`src/common/ufc_pkg.sv`:
```
// package: register map, field positions and reset values of the flow character block
package ufc_pkg;
   localparam int ADDR_W = 5;
   localparam int DATA_W = 8;
   localparam int NIB_W  = 4;

   typedef logic [ADDR_W-1:0] ufc_addr_t;
   typedef logic [DATA_W-1:0] ufc_data_t;
   typedef logic [NIB_W-1:0]  ufc_nib_t;

   // register offsets on the parallel bus (index = byte address)
   localparam ufc_addr_t OFF_DATA     = 5'h00; // receive_holding rd / transmit_holding wr
   localparam ufc_addr_t OFF_IER      = 5'h01;
   localparam ufc_addr_t OFF_ISR_FCR  = 5'h02; // interrupt_source rd / fifo_control wr
   localparam ufc_addr_t OFF_LCR      = 5'h03;
   localparam ufc_addr_t OFF_MCR      = 5'h04;
   localparam ufc_addr_t OFF_LSR      = 5'h05;
   localparam ufc_addr_t OFF_MSR      = 5'h06;
   localparam ufc_addr_t OFF_SPR      = 5'h07;
   localparam ufc_addr_t OFF_FEATURE_CONTROL_REG     = 5'h08;
   localparam ufc_addr_t OFF_EFR      = 5'h09;
   localparam ufc_addr_t OFF_TXFIFO   = 5'h0a; // tx_fifo_level rd / tx_fifo_trigger wr
   localparam ufc_addr_t OFF_RXFIFO   = 5'h0b; // rx_fifo_level rd / rx_fifo_trigger wr
   localparam ufc_addr_t OFF_DIV_LO   = 5'h0c;
   localparam ufc_addr_t OFF_DIV_HI   = 5'h0d;
   localparam ufc_addr_t OFF_DIV_FR   = 5'h0e;
   localparam ufc_addr_t OFF_RESUME1  = 5'h10;
   localparam ufc_addr_t OFF_RESUME2  = 5'h11;
   localparam ufc_addr_t OFF_PAUSE1   = 5'h12;
   localparam ufc_addr_t OFF_PAUSE2   = 5'h13;
   localparam ufc_addr_t OFF_FLOWSTAT = 5'h14;

   // reset values
   localparam ufc_data_t RST_ZERO   = 8'h00;
   localparam ufc_data_t RST_DIV_LO = 8'h01;
   localparam ufc_data_t RST_ISR    = 8'h01;
   localparam ufc_data_t RST_LSR    = 8'h60;
   localparam ufc_data_t RST_SPR    = 8'hff;
   localparam ufc_nib_t  NIB_ZERO   = 4'h0;

   // field positions
   localparam int FS_TX_RESUME = 3;
   localparam int FS_TX_PAUSE  = 2;
   localparam int FS_RX_RESUME = 1;
   localparam int FS_RX_PAUSE  = 0;
   localparam int EFR_SWFC_HI  = 3;
   localparam int EFR_SWFC_LO  = 0;
   localparam int MCR_DTR      = 0;
   localparam int MCR_RTS      = 1;
   localparam int MCR_IR       = 6;
   localparam int LCR_BREAK    = 6;
endpackage

```
`src/common/ufc_flow_if.sv`:
```
// interface: flow control events and status between bus side and status register
`timescale 1ns/1ns
interface ufc_flow_if;
   import ufc_pkg::*;
   logic      tx_evt;
   logic      tx_resume;
   logic      rx_evt;
   logic      rx_resume;
   logic      rd_clr;
   logic      sw_off;
   ufc_data_t status;

   modport ctrl (output tx_evt, output tx_resume, output rx_evt, output rx_resume,
                 output rd_clr, output sw_off, input status);
   modport stat (input tx_evt, input tx_resume, input rx_evt, input rx_resume,
                 input rd_clr, input sw_off, output status);
endinterface

```
`src/hw/ufc_top.sv`:
```
// module: one channel register bank with flow characters, reset states and pins
`timescale 1ns/1ns
module ufc_top (
   input  wire logic              clk_sys,
   input  wire logic              sys_rst,
   input  wire logic              bus_sel,
   input  wire logic              bus_rd,
   input  wire logic              bus_wr,
   input  wire ufc_pkg::ufc_addr_t bus_addr,
   input  wire ufc_pkg::ufc_data_t bus_din,
   output wire ufc_pkg::ufc_data_t bus_dout,
   output wire logic              bus_doe,
   input  wire logic              tx_ctrl_sent,
   input  wire logic              tx_ctrl_resume,
   input  wire logic              rx_ctrl_seen,
   input  wire logic              rx_ctrl_resume,
   input  wire logic              rx_char_valid,
   input  wire ufc_pkg::ufc_data_t rx_char,
   input  wire ufc_pkg::ufc_data_t line_status_in,
   input  wire ufc_pkg::ufc_data_t int_source_in,
   input  wire ufc_pkg::ufc_data_t tx_level_in,
   input  wire ufc_pkg::ufc_data_t rx_level_in,
   input  wire ufc_pkg::ufc_nib_t  modem_in,
   input  wire logic              tx_serial_in,
   input  wire logic              ir_pulse_in,
   output wire logic              serial_tx,
   output wire logic              infrared_out,
   output wire logic              rts_n,
   output wire logic              dtr_n,
   output wire logic              thr_load,
   output wire ufc_pkg::ufc_data_t thr_data,
   output wire ufc_pkg::ufc_data_t divisor_low,
   output wire ufc_pkg::ufc_data_t divisor_high_byte,
   output wire ufc_pkg::ufc_data_t divisor_fraction,
   output wire ufc_pkg::ufc_data_t int_enable,
   output wire ufc_pkg::ufc_data_t fifo_ctrl,
   output wire ufc_pkg::ufc_data_t line_ctrl,
   output wire ufc_pkg::ufc_data_t feature_ctrl,
   output wire ufc_pkg::ufc_data_t enhanced_feature,
   output wire ufc_pkg::ufc_data_t tx_trigger,
   output wire ufc_pkg::ufc_data_t rx_trigger,
   output wire ufc_pkg::ufc_data_t resume_char_one,
   output wire ufc_pkg::ufc_data_t resume_char_two,
   output wire ufc_pkg::ufc_data_t pause_char_one,
   output wire ufc_pkg::ufc_data_t pause_char_two,
   output wire logic              sw_flow_off
);
   import ufc_pkg::*;

   // configuration registers
   ufc_data_t div_lo_q;
   ufc_data_t div_hi_q;
   ufc_data_t div_fr_q;
   ufc_data_t ier_q;
   ufc_data_t fcr_q;
   ufc_data_t lcr_q;
   ufc_data_t mcr_q;
   ufc_data_t spr_q;
   ufc_data_t feature_control_reg_q;
   ufc_data_t efr_q;
   ufc_data_t tx_trig_q;
   ufc_data_t rx_trig_q;
   ufc_data_t resume1_q;
   ufc_data_t resume2_q;
   ufc_data_t pause1_q;
   ufc_data_t pause2_q;
   // status registers and holding
   ufc_data_t isr_q;
   ufc_data_t lsr_q;
   ufc_data_t tx_lvl_q;
   ufc_data_t rx_lvl_q;
   ufc_nib_t  msr_delta_q;
   ufc_nib_t  msr_prev_q;
   logic      msr_primed_q;
   ufc_data_t rhr_q;
   ufc_data_t thr_q;
   logic      thr_load_q;
   // pins and bus answer
   logic      serial_tx_q;
   logic      ir_out_q;
   logic      rts_n_q;
   logic      dtr_n_q;
   logic      sw_off_q;
   ufc_data_t dout_q;
   logic      doe_q;
   ufc_data_t rd_mux;
   logic      wr_hit;
   logic      rd_hit;

   ufc_flow_if flow_bus ();

   // bus strobes
   assign wr_hit = bus_sel && bus_wr;
   assign rd_hit = bus_sel && bus_rd && !bus_wr;

   // writable channel registers
   always_ff @(posedge clk_sys or posedge sys_rst) begin
      if (sys_rst) begin
         div_lo_q  <= RST_DIV_LO;
         div_hi_q  <= RST_ZERO;
         div_fr_q  <= RST_ZERO;
         ier_q     <= RST_ZERO;
         fcr_q     <= RST_ZERO;
         lcr_q     <= RST_ZERO;
         mcr_q     <= RST_ZERO;
         spr_q     <= RST_SPR;
         feature_control_reg_q    <= RST_ZERO;
         efr_q     <= RST_ZERO;
         tx_trig_q <= RST_ZERO;
         rx_trig_q <= RST_ZERO;
      end else if (wr_hit) begin
         case (bus_addr)
            OFF_DIV_LO:  div_lo_q  <= bus_din;
            OFF_DIV_HI:  div_hi_q  <= bus_din;
            OFF_DIV_FR:  div_fr_q  <= bus_din;
            OFF_IER:     ier_q     <= bus_din;
            OFF_ISR_FCR: fcr_q     <= bus_din;
            OFF_LCR:     lcr_q     <= bus_din;
            OFF_MCR:     mcr_q     <= bus_din;
            OFF_SPR:     spr_q     <= bus_din;
            OFF_FEATURE_CONTROL_REG:    feature_control_reg_q    <= bus_din;
            OFF_EFR:     efr_q     <= bus_din;
            OFF_TXFIFO:  tx_trig_q <= bus_din;
            OFF_RXFIFO:  rx_trig_q <= bus_din;
            default: begin
            end
         endcase
      end
   end

   // write-only flow control characters
   always_ff @(posedge clk_sys or posedge sys_rst) begin
      if (sys_rst) begin
         resume1_q <= RST_ZERO;
         resume2_q <= RST_ZERO;
         pause1_q  <= RST_ZERO;
         pause2_q  <= RST_ZERO;
      end else if (wr_hit) begin
         case (bus_addr)
            OFF_RESUME1: resume1_q <= bus_din;
            OFF_RESUME2: resume2_q <= bus_din;
            OFF_PAUSE1:  pause1_q  <= bus_din;
            OFF_PAUSE2:  pause2_q  <= bus_din;
            default: begin
            end
         endcase
      end
   end

   // software flow control off when every select bit is clear
   always_ff @(posedge clk_sys or posedge sys_rst) begin
      if (sys_rst) begin
         sw_off_q <= 1'b1;
      end else begin
         sw_off_q <= (efr_q[EFR_SWFC_HI:EFR_SWFC_LO] == NIB_ZERO);
      end
   end

   // live status copies from the serial core
   always_ff @(posedge clk_sys or posedge sys_rst) begin
      if (sys_rst) begin
         isr_q    <= RST_ISR;
         lsr_q    <= RST_LSR;
         tx_lvl_q <= RST_ZERO;
         rx_lvl_q <= RST_ZERO;
      end else begin
         isr_q    <= int_source_in;
         lsr_q    <= line_status_in;
         tx_lvl_q <= tx_level_in;
         rx_lvl_q <= rx_level_in;
      end
   end

   // modem deltas: change sets, read clears, set wins; first cycle only primes
   always_ff @(posedge clk_sys or posedge sys_rst) begin
      if (sys_rst) begin
         msr_delta_q  <= NIB_ZERO;
         msr_prev_q   <= NIB_ZERO;
         msr_primed_q <= 1'b0;
      end else begin
         msr_prev_q   <= modem_in;
         msr_primed_q <= 1'b1;
         msr_delta_q  <= ((rd_hit && bus_addr == OFF_MSR) ? NIB_ZERO : msr_delta_q)
                         | (msr_primed_q ? (modem_in ^ msr_prev_q) : NIB_ZERO);
      end
   end

   // holding registers carry no reset value
   always_ff @(posedge clk_sys) begin
      if (rx_char_valid) begin
         rhr_q <= rx_char;
      end
      if (wr_hit && bus_addr == OFF_DATA) begin
         thr_q <= bus_din;
      end
   end

   // one-cycle load pulse towards the transmitter
   always_ff @(posedge clk_sys or posedge sys_rst) begin
      if (sys_rst) begin
         thr_load_q <= 1'b0;
      end else begin
         thr_load_q <= wr_hit && bus_addr == OFF_DATA;
      end
   end

   // serial and modem pins
   always_ff @(posedge clk_sys or posedge sys_rst) begin
      if (sys_rst) begin
         serial_tx_q <= 1'b1;
         ir_out_q    <= 1'b0;
         rts_n_q     <= 1'b1;
         dtr_n_q     <= 1'b1;
      end else begin
         serial_tx_q <= tx_serial_in && !lcr_q[LCR_BREAK]; // break holds line low
         ir_out_q    <= ir_pulse_in && mcr_q[MCR_IR];
         rts_n_q     <= !mcr_q[MCR_RTS];
         dtr_n_q     <= !mcr_q[MCR_DTR];
      end
   end

   // read data selection; write-only and unmapped offsets read zero
   always_comb begin
      case (bus_addr)
         OFF_DATA:     rd_mux = rhr_q;
         OFF_IER:      rd_mux = ier_q;
         OFF_ISR_FCR:  rd_mux = isr_q;
         OFF_LCR:      rd_mux = lcr_q;
         OFF_MCR:      rd_mux = mcr_q;
         OFF_LSR:      rd_mux = lsr_q;
         OFF_MSR:      rd_mux = {modem_in, msr_delta_q};
         OFF_SPR:      rd_mux = spr_q;
         OFF_FEATURE_CONTROL_REG:     rd_mux = feature_control_reg_q;
         OFF_EFR:      rd_mux = efr_q;
         OFF_TXFIFO:   rd_mux = tx_lvl_q;
         OFF_RXFIFO:   rd_mux = rx_lvl_q;
         OFF_DIV_LO:   rd_mux = div_lo_q;
         OFF_DIV_HI:   rd_mux = div_hi_q;
         OFF_DIV_FR:   rd_mux = div_fr_q;
         OFF_FLOWSTAT: rd_mux = flow_bus.status;
         default:      rd_mux = RST_ZERO;
      endcase
   end

   // bus answer registered one cycle after the read strobe
   always_ff @(posedge clk_sys or posedge sys_rst) begin
      if (sys_rst) begin
         dout_q <= RST_ZERO;
         doe_q  <= 1'b0;
      end else begin
         doe_q <= rd_hit;
         if (rd_hit) begin
            dout_q <= rd_mux;
         end
      end
   end

   // flow status events and clears
   assign flow_bus.tx_evt    = tx_ctrl_sent;
   assign flow_bus.tx_resume = tx_ctrl_resume;
   assign flow_bus.rx_evt    = rx_ctrl_seen;
   assign flow_bus.rx_resume = rx_ctrl_resume;
   assign flow_bus.rd_clr    = rd_hit && bus_addr == OFF_FLOWSTAT;
   assign flow_bus.sw_off    = sw_off_q;

   ufc_flow_status u_flow_status (
      .clk_sys (clk_sys),
      .sys_rst (sys_rst),
      .fl      (flow_bus.stat)
   );

   // outputs straight from flops
   assign bus_dout          = dout_q;
   assign bus_doe           = doe_q;
   assign serial_tx         = serial_tx_q;
   assign infrared_out      = ir_out_q;
   assign rts_n             = rts_n_q;
   assign dtr_n             = dtr_n_q;
   assign thr_load          = thr_load_q;
   assign thr_data          = thr_q;
   assign divisor_low       = div_lo_q;
   assign divisor_high_byte = div_hi_q;
   assign divisor_fraction  = div_fr_q;
   assign int_enable        = ier_q;
   assign fifo_ctrl         = fcr_q;
   assign line_ctrl         = lcr_q;
   assign feature_ctrl      = feature_control_reg_q;
   assign enhanced_feature  = efr_q;
   assign tx_trigger        = tx_trig_q;
   assign rx_trigger        = rx_trig_q;
   assign resume_char_one   = resume1_q;
   assign resume_char_two   = resume2_q;
   assign pause_char_one    = pause1_q;
   assign pause_char_two    = pause2_q;
   assign sw_flow_off       = sw_off_q;
endmodule // ufc_top

```
`src/hw/ufc_flow_status.sv`:
```
// module: flow character status register with read clear and disable clear
`timescale 1ns/1ns
module ufc_flow_status (
   input  wire logic clk_sys,
   input  wire logic sys_rst,
   ufc_flow_if.stat  fl
);
   import ufc_pkg::*;

   ufc_data_t status_q;
   ufc_data_t status_d;

   // next value: read clear first, events override, disable overrides all
   always_comb begin
      status_d = status_q;
      if (fl.rd_clr) begin
         status_d = RST_ZERO;
      end
      if (fl.tx_evt) begin
         status_d[FS_TX_RESUME] = fl.tx_resume;
         status_d[FS_TX_PAUSE]  = !fl.tx_resume;
      end
      if (fl.rx_evt) begin
         status_d[FS_RX_RESUME] = fl.rx_resume;
         status_d[FS_RX_PAUSE]  = !fl.rx_resume;
      end
      status_d[DATA_W-1:NIB_W] = NIB_ZERO;
      if (fl.sw_off) begin
         status_d = RST_ZERO;
      end
   end

   // status storage
   always_ff @(posedge clk_sys or posedge sys_rst) begin
      if (sys_rst) begin
         status_q <= RST_ZERO;
      end else begin
         status_q <= status_d;
      end
   end

   assign fl.status = status_q;
endmodule // ufc_flow_status

```
`config.mk`:
```
export PLATFORM = sky130hd
export DESIGN_NAME = ufc_top
export DESIGN_NICKNAME = d
export VERILOG_FILES = /design/src/common/ufc_pkg.sv /design/src/common/ufc_flow_if.sv /design/src/hw/ufc_top.sv /design/src/hw/ufc_flow_status.sv
export SDC_FILE = /design/constraint.sdc
export NUM_CORES = 1
export LEC_CHECK = 0
export ABC_AREA = 1
export BUFFER_PORTS_ARGS = -buffer_cell sky130_fd_sc_hd__buf_2
export CELL_PAD_IN_SITES_DETAIL_PLACEMENT = 0
export CELL_PAD_IN_SITES_GLOBAL_PLACEMENT = 1
export CORE_ASPECT_RATIO = 1.5
export CORE_MARGIN = 1.5
export CORE_UTILIZATION = 29
export CTS_CLUSTER_SIZE = 30
export DETAILED_ROUTE_END_ITERATION = 10
export GPL_ROUTABILITY_DRIVEN = 0
export HOLD_SLACK_MARGIN = 0.03
export PLACE_DENSITY = 0.58
export RECOVER_POWER = 50
export SYNTH_ARGS = -nofsm -noshare
export SYNTH_HDL_FRONTEND = slang
export SYNTH_HIERARCHICAL = 1
export SYNTH_SLANG_ARGS = --single-unit
export TNS_END_PERCENT = 1
```
`constraint.sdc`:
```
create_clock -name clk_sys -period 6.8 [get_ports clk_sys]
set_input_delay 1.36 -clock clk_sys [delete_from_list [all_inputs] [get_ports clk_sys]]
set_output_delay 1.36 -clock clk_sys [all_outputs]
set_load 0.01 [all_outputs]
```
==> flow_summary.yaml <==
power_and_ir_drop:
  p_leak_nw: 5.21
  power.density_nw_per_um2: 301
  power_mw: 3.10
  peakVddDrop_v: 0.000182
final_layout:
  multi_input_area_um2: 2770
  area_delta_synth_final_pct: 23.8
  layout-drive-gt1-share_pct: 23.3
  seq_area_um2: 5200
  n_fill_cell: 2937
  fin_cells: 1433
  nets: 1139
placement:
  dp_hpwl_um: 20300
  pre_cts_slack_ns: 3.16
  dpl.cell_count: 1391
  io_buffers: 203
grt:
  antenna_found_initial: 2
  grt_pass1_wl_um: 42900
  gr-total-overflow: 0
  grt_max_degree: 109
  grt_pass1_vias: 6770
  grt.total_usage_pct: 19.4
die:
  die_area_um2: 29700
  die_x_um: 141
  die_h_um: 210
  start_util_pct: 29.6
  fp-row-count: 75
  io_pins: 204
  coreArea_um2: 28100
clock_tree:
  cts_setup_buffers: 0
  clockBufferDepth: 3
  clk_pin_slew_worst_paths_ns: 0.06
  cts.hold.buffers_added: 0
  cts_made_buffers: 23
  cts_resized: 0
  clk_latency_ns: 0.51
  htreeDepth: 1
  cts_sinks: 204
  clockRootBuffer: "clkbuf_16"
  cts_tree: "yes"
hold_path:
  holdPathStages: 1
  min_from: "mcr_q[0]$_DFFE_PP0P_"
  min_to: "dtr_n$_DFF_PP1_"
  holdCritPathClass: "reg2reg"
route:
  drt_wl_total_um: 28900
  drt-vias-per-instance: 4.77
  wl_per_cell_um: 20.2
  via_count: 6841
  first_pass_iters: 5
  drt_iter0_markers: 358
  route.detailed.drc: 0
  ant_nets: 0
worst_setup_path:
  endpoint_kind: "asynchronous set/reset pin"
  timing.rr.end: "bus_dout[2]$_DFFE_PP0N_"
  start_kind: "input port"
  r2r_setup_slack_ns: 5.58
  cp_max_fo: 108
  cp.required_ns: 7.38
  crit_arrival_ns: 4.12
  crit_type: "in2async"
  reg2reg_from: "line_ctrl[2]$_DFFE_PP0P_"
  r2r_cells: 6
timing:
  tns_ns: 0
  slew_viol_final: 77
  period_needed_ns: 3.55
  finalWorstSetupSlack_ns: 3.25
  finClkSkew_ns: 0.0150
  rsz0062_at_grt: "false"
  max_freq_mhz: 282
  hold_violations: 0
  relSlewSlack_pct: -141
  period_share_pct: 52.2
  setup_viol: 0
  tightest_slew_ns: 3.59
run_status:
  outcome: "finished with violations"
  violations: "capacitance limit, slew limit"
synthesis:
  synth.cell_area_um2: 8320
  ys_seq_elements: 204
  yosysSeqAreaShare_pct: 62.6
  ys_warn_count: 6
  syn_inst: 886
  yosys.cell_types.count: 26
  synth.avg_cell_area_um2: 9.39
run:
  drv_cap: 1
[worst max-delay path, stage by stage]
cell,delay [ns]
clkbuf_1,0.09
clkinvlp_2,1.99
buf_12,0.46
[cells in the mapped netlist (all sizes together)]
master | n | area [um^2]
edfxtp | 16 | 480
nand3 | 89 | 470
conb | 2 | 7.51
clkinv | 1 | 3.75
nand2 | 257 | 967
buf | 25 | 133
inv | 35 | 131
nor4 | 3 | 18.8
dfrtp | 172 | 4300
dfstp | 16 | 420
o21ai | 132 | 661
nor2 | 59 | 289
nand4 | 40 | 250
o22ai | 4 | 25.0
nor3 | 2 | 21.3
clkbuf | 25 | 93.8
a21oi | 8 | 40.0
[where the power goes]
group	total (mW)	internal, mW	leakage (nW)	switching [mW]
Combinational	0.385	0.138	2.33	0.248
Sequential	1.47	1.37	2.54	0.106
Clock	1.24	0.734	0.350	0.505
Total	3.10	2.24	5.21	0.858
[stage by stage]
step | util [%] | area [um^2] | hold WS [ns]
global route | 36.7 | 10300 | 0.463
global placement | 34.2 | 9600 | 0.430
detailed placement | 34.2 | 9600 | 0.426
floorplan | - | 8330 | 0.382
CTS | 36.9 | 10300 | 0.436
finish | 36.7 | 10300 | 0.433
[metal layers]
layer | share of wire [%] | up-vias | global-route usage, %
li1 | - | 3319 | -
met5 | 0 | - | 0
met4 | 2.0 | 0 | 5.17
met2 | 53 | 176 | 35.6
met1 | 40 | 3318 | 22.9
met3 | 5.1 | 28 | 3.54
[cell families after synthesis]
kind of cell           share of synthesized area, %
other                                        0.0903
AND/OR/NAND/NOR                                24.3
AO/OA/AOI/OAI                                  8.73
flip-flops                                     62.6
buffers and inverters                          4.35
[final cells by class]
cell class	count	share of cell area (%)
multi-input combinational	599	26.9
antenna	1	0.0243
clock buffer	33	6.24
tap	346	4.20
timing repair buffer	206	9.84
clock inverter	8	0.972
inverter	36	1.32
sequential	204	50.5
[worst max-delay path by stage]
stage | startpoint | to | slack, ns | depth (start not counted)
final | sys_rst | int_enable[5]$_DFFE_PP0P_ | 3.25 | 3
after detailed placement | bus_addr[4] | thr_data[0]$_DFFE_PP_ | 3.16 | 4
after floorplan | sys_rst | bus_doe$_DFF_PP0_ | 0.47 | 1
after CTS | bus_addr[4] | thr_data[1]$_DFFE_PP_ | 3.69 | 4
after global placement | bus_addr[4] | thr_data[7]$_DFFE_PP_ | 3.20 | 4
after global routing | sys_rst | resume_char_one[1]$_DFFE_PP0P_ | 2.71 | 2
[layout by cell type, fill, tap and decap left out, drive strengths merged, types with 3 or more instances in the layout]
master	n
clkinv	3
nand2	257
clkbuf	63
nand3	89
nand4	40
nor4	3
buf	176
a21oi	8
o21ai	132
inv	34
clkinvlp	5
o22ai	4
dfrtp	172
nor2	59
dfstp	16
conb	5
edfxtp	16
Note: power is estimated with default switching activity, not from simulation.
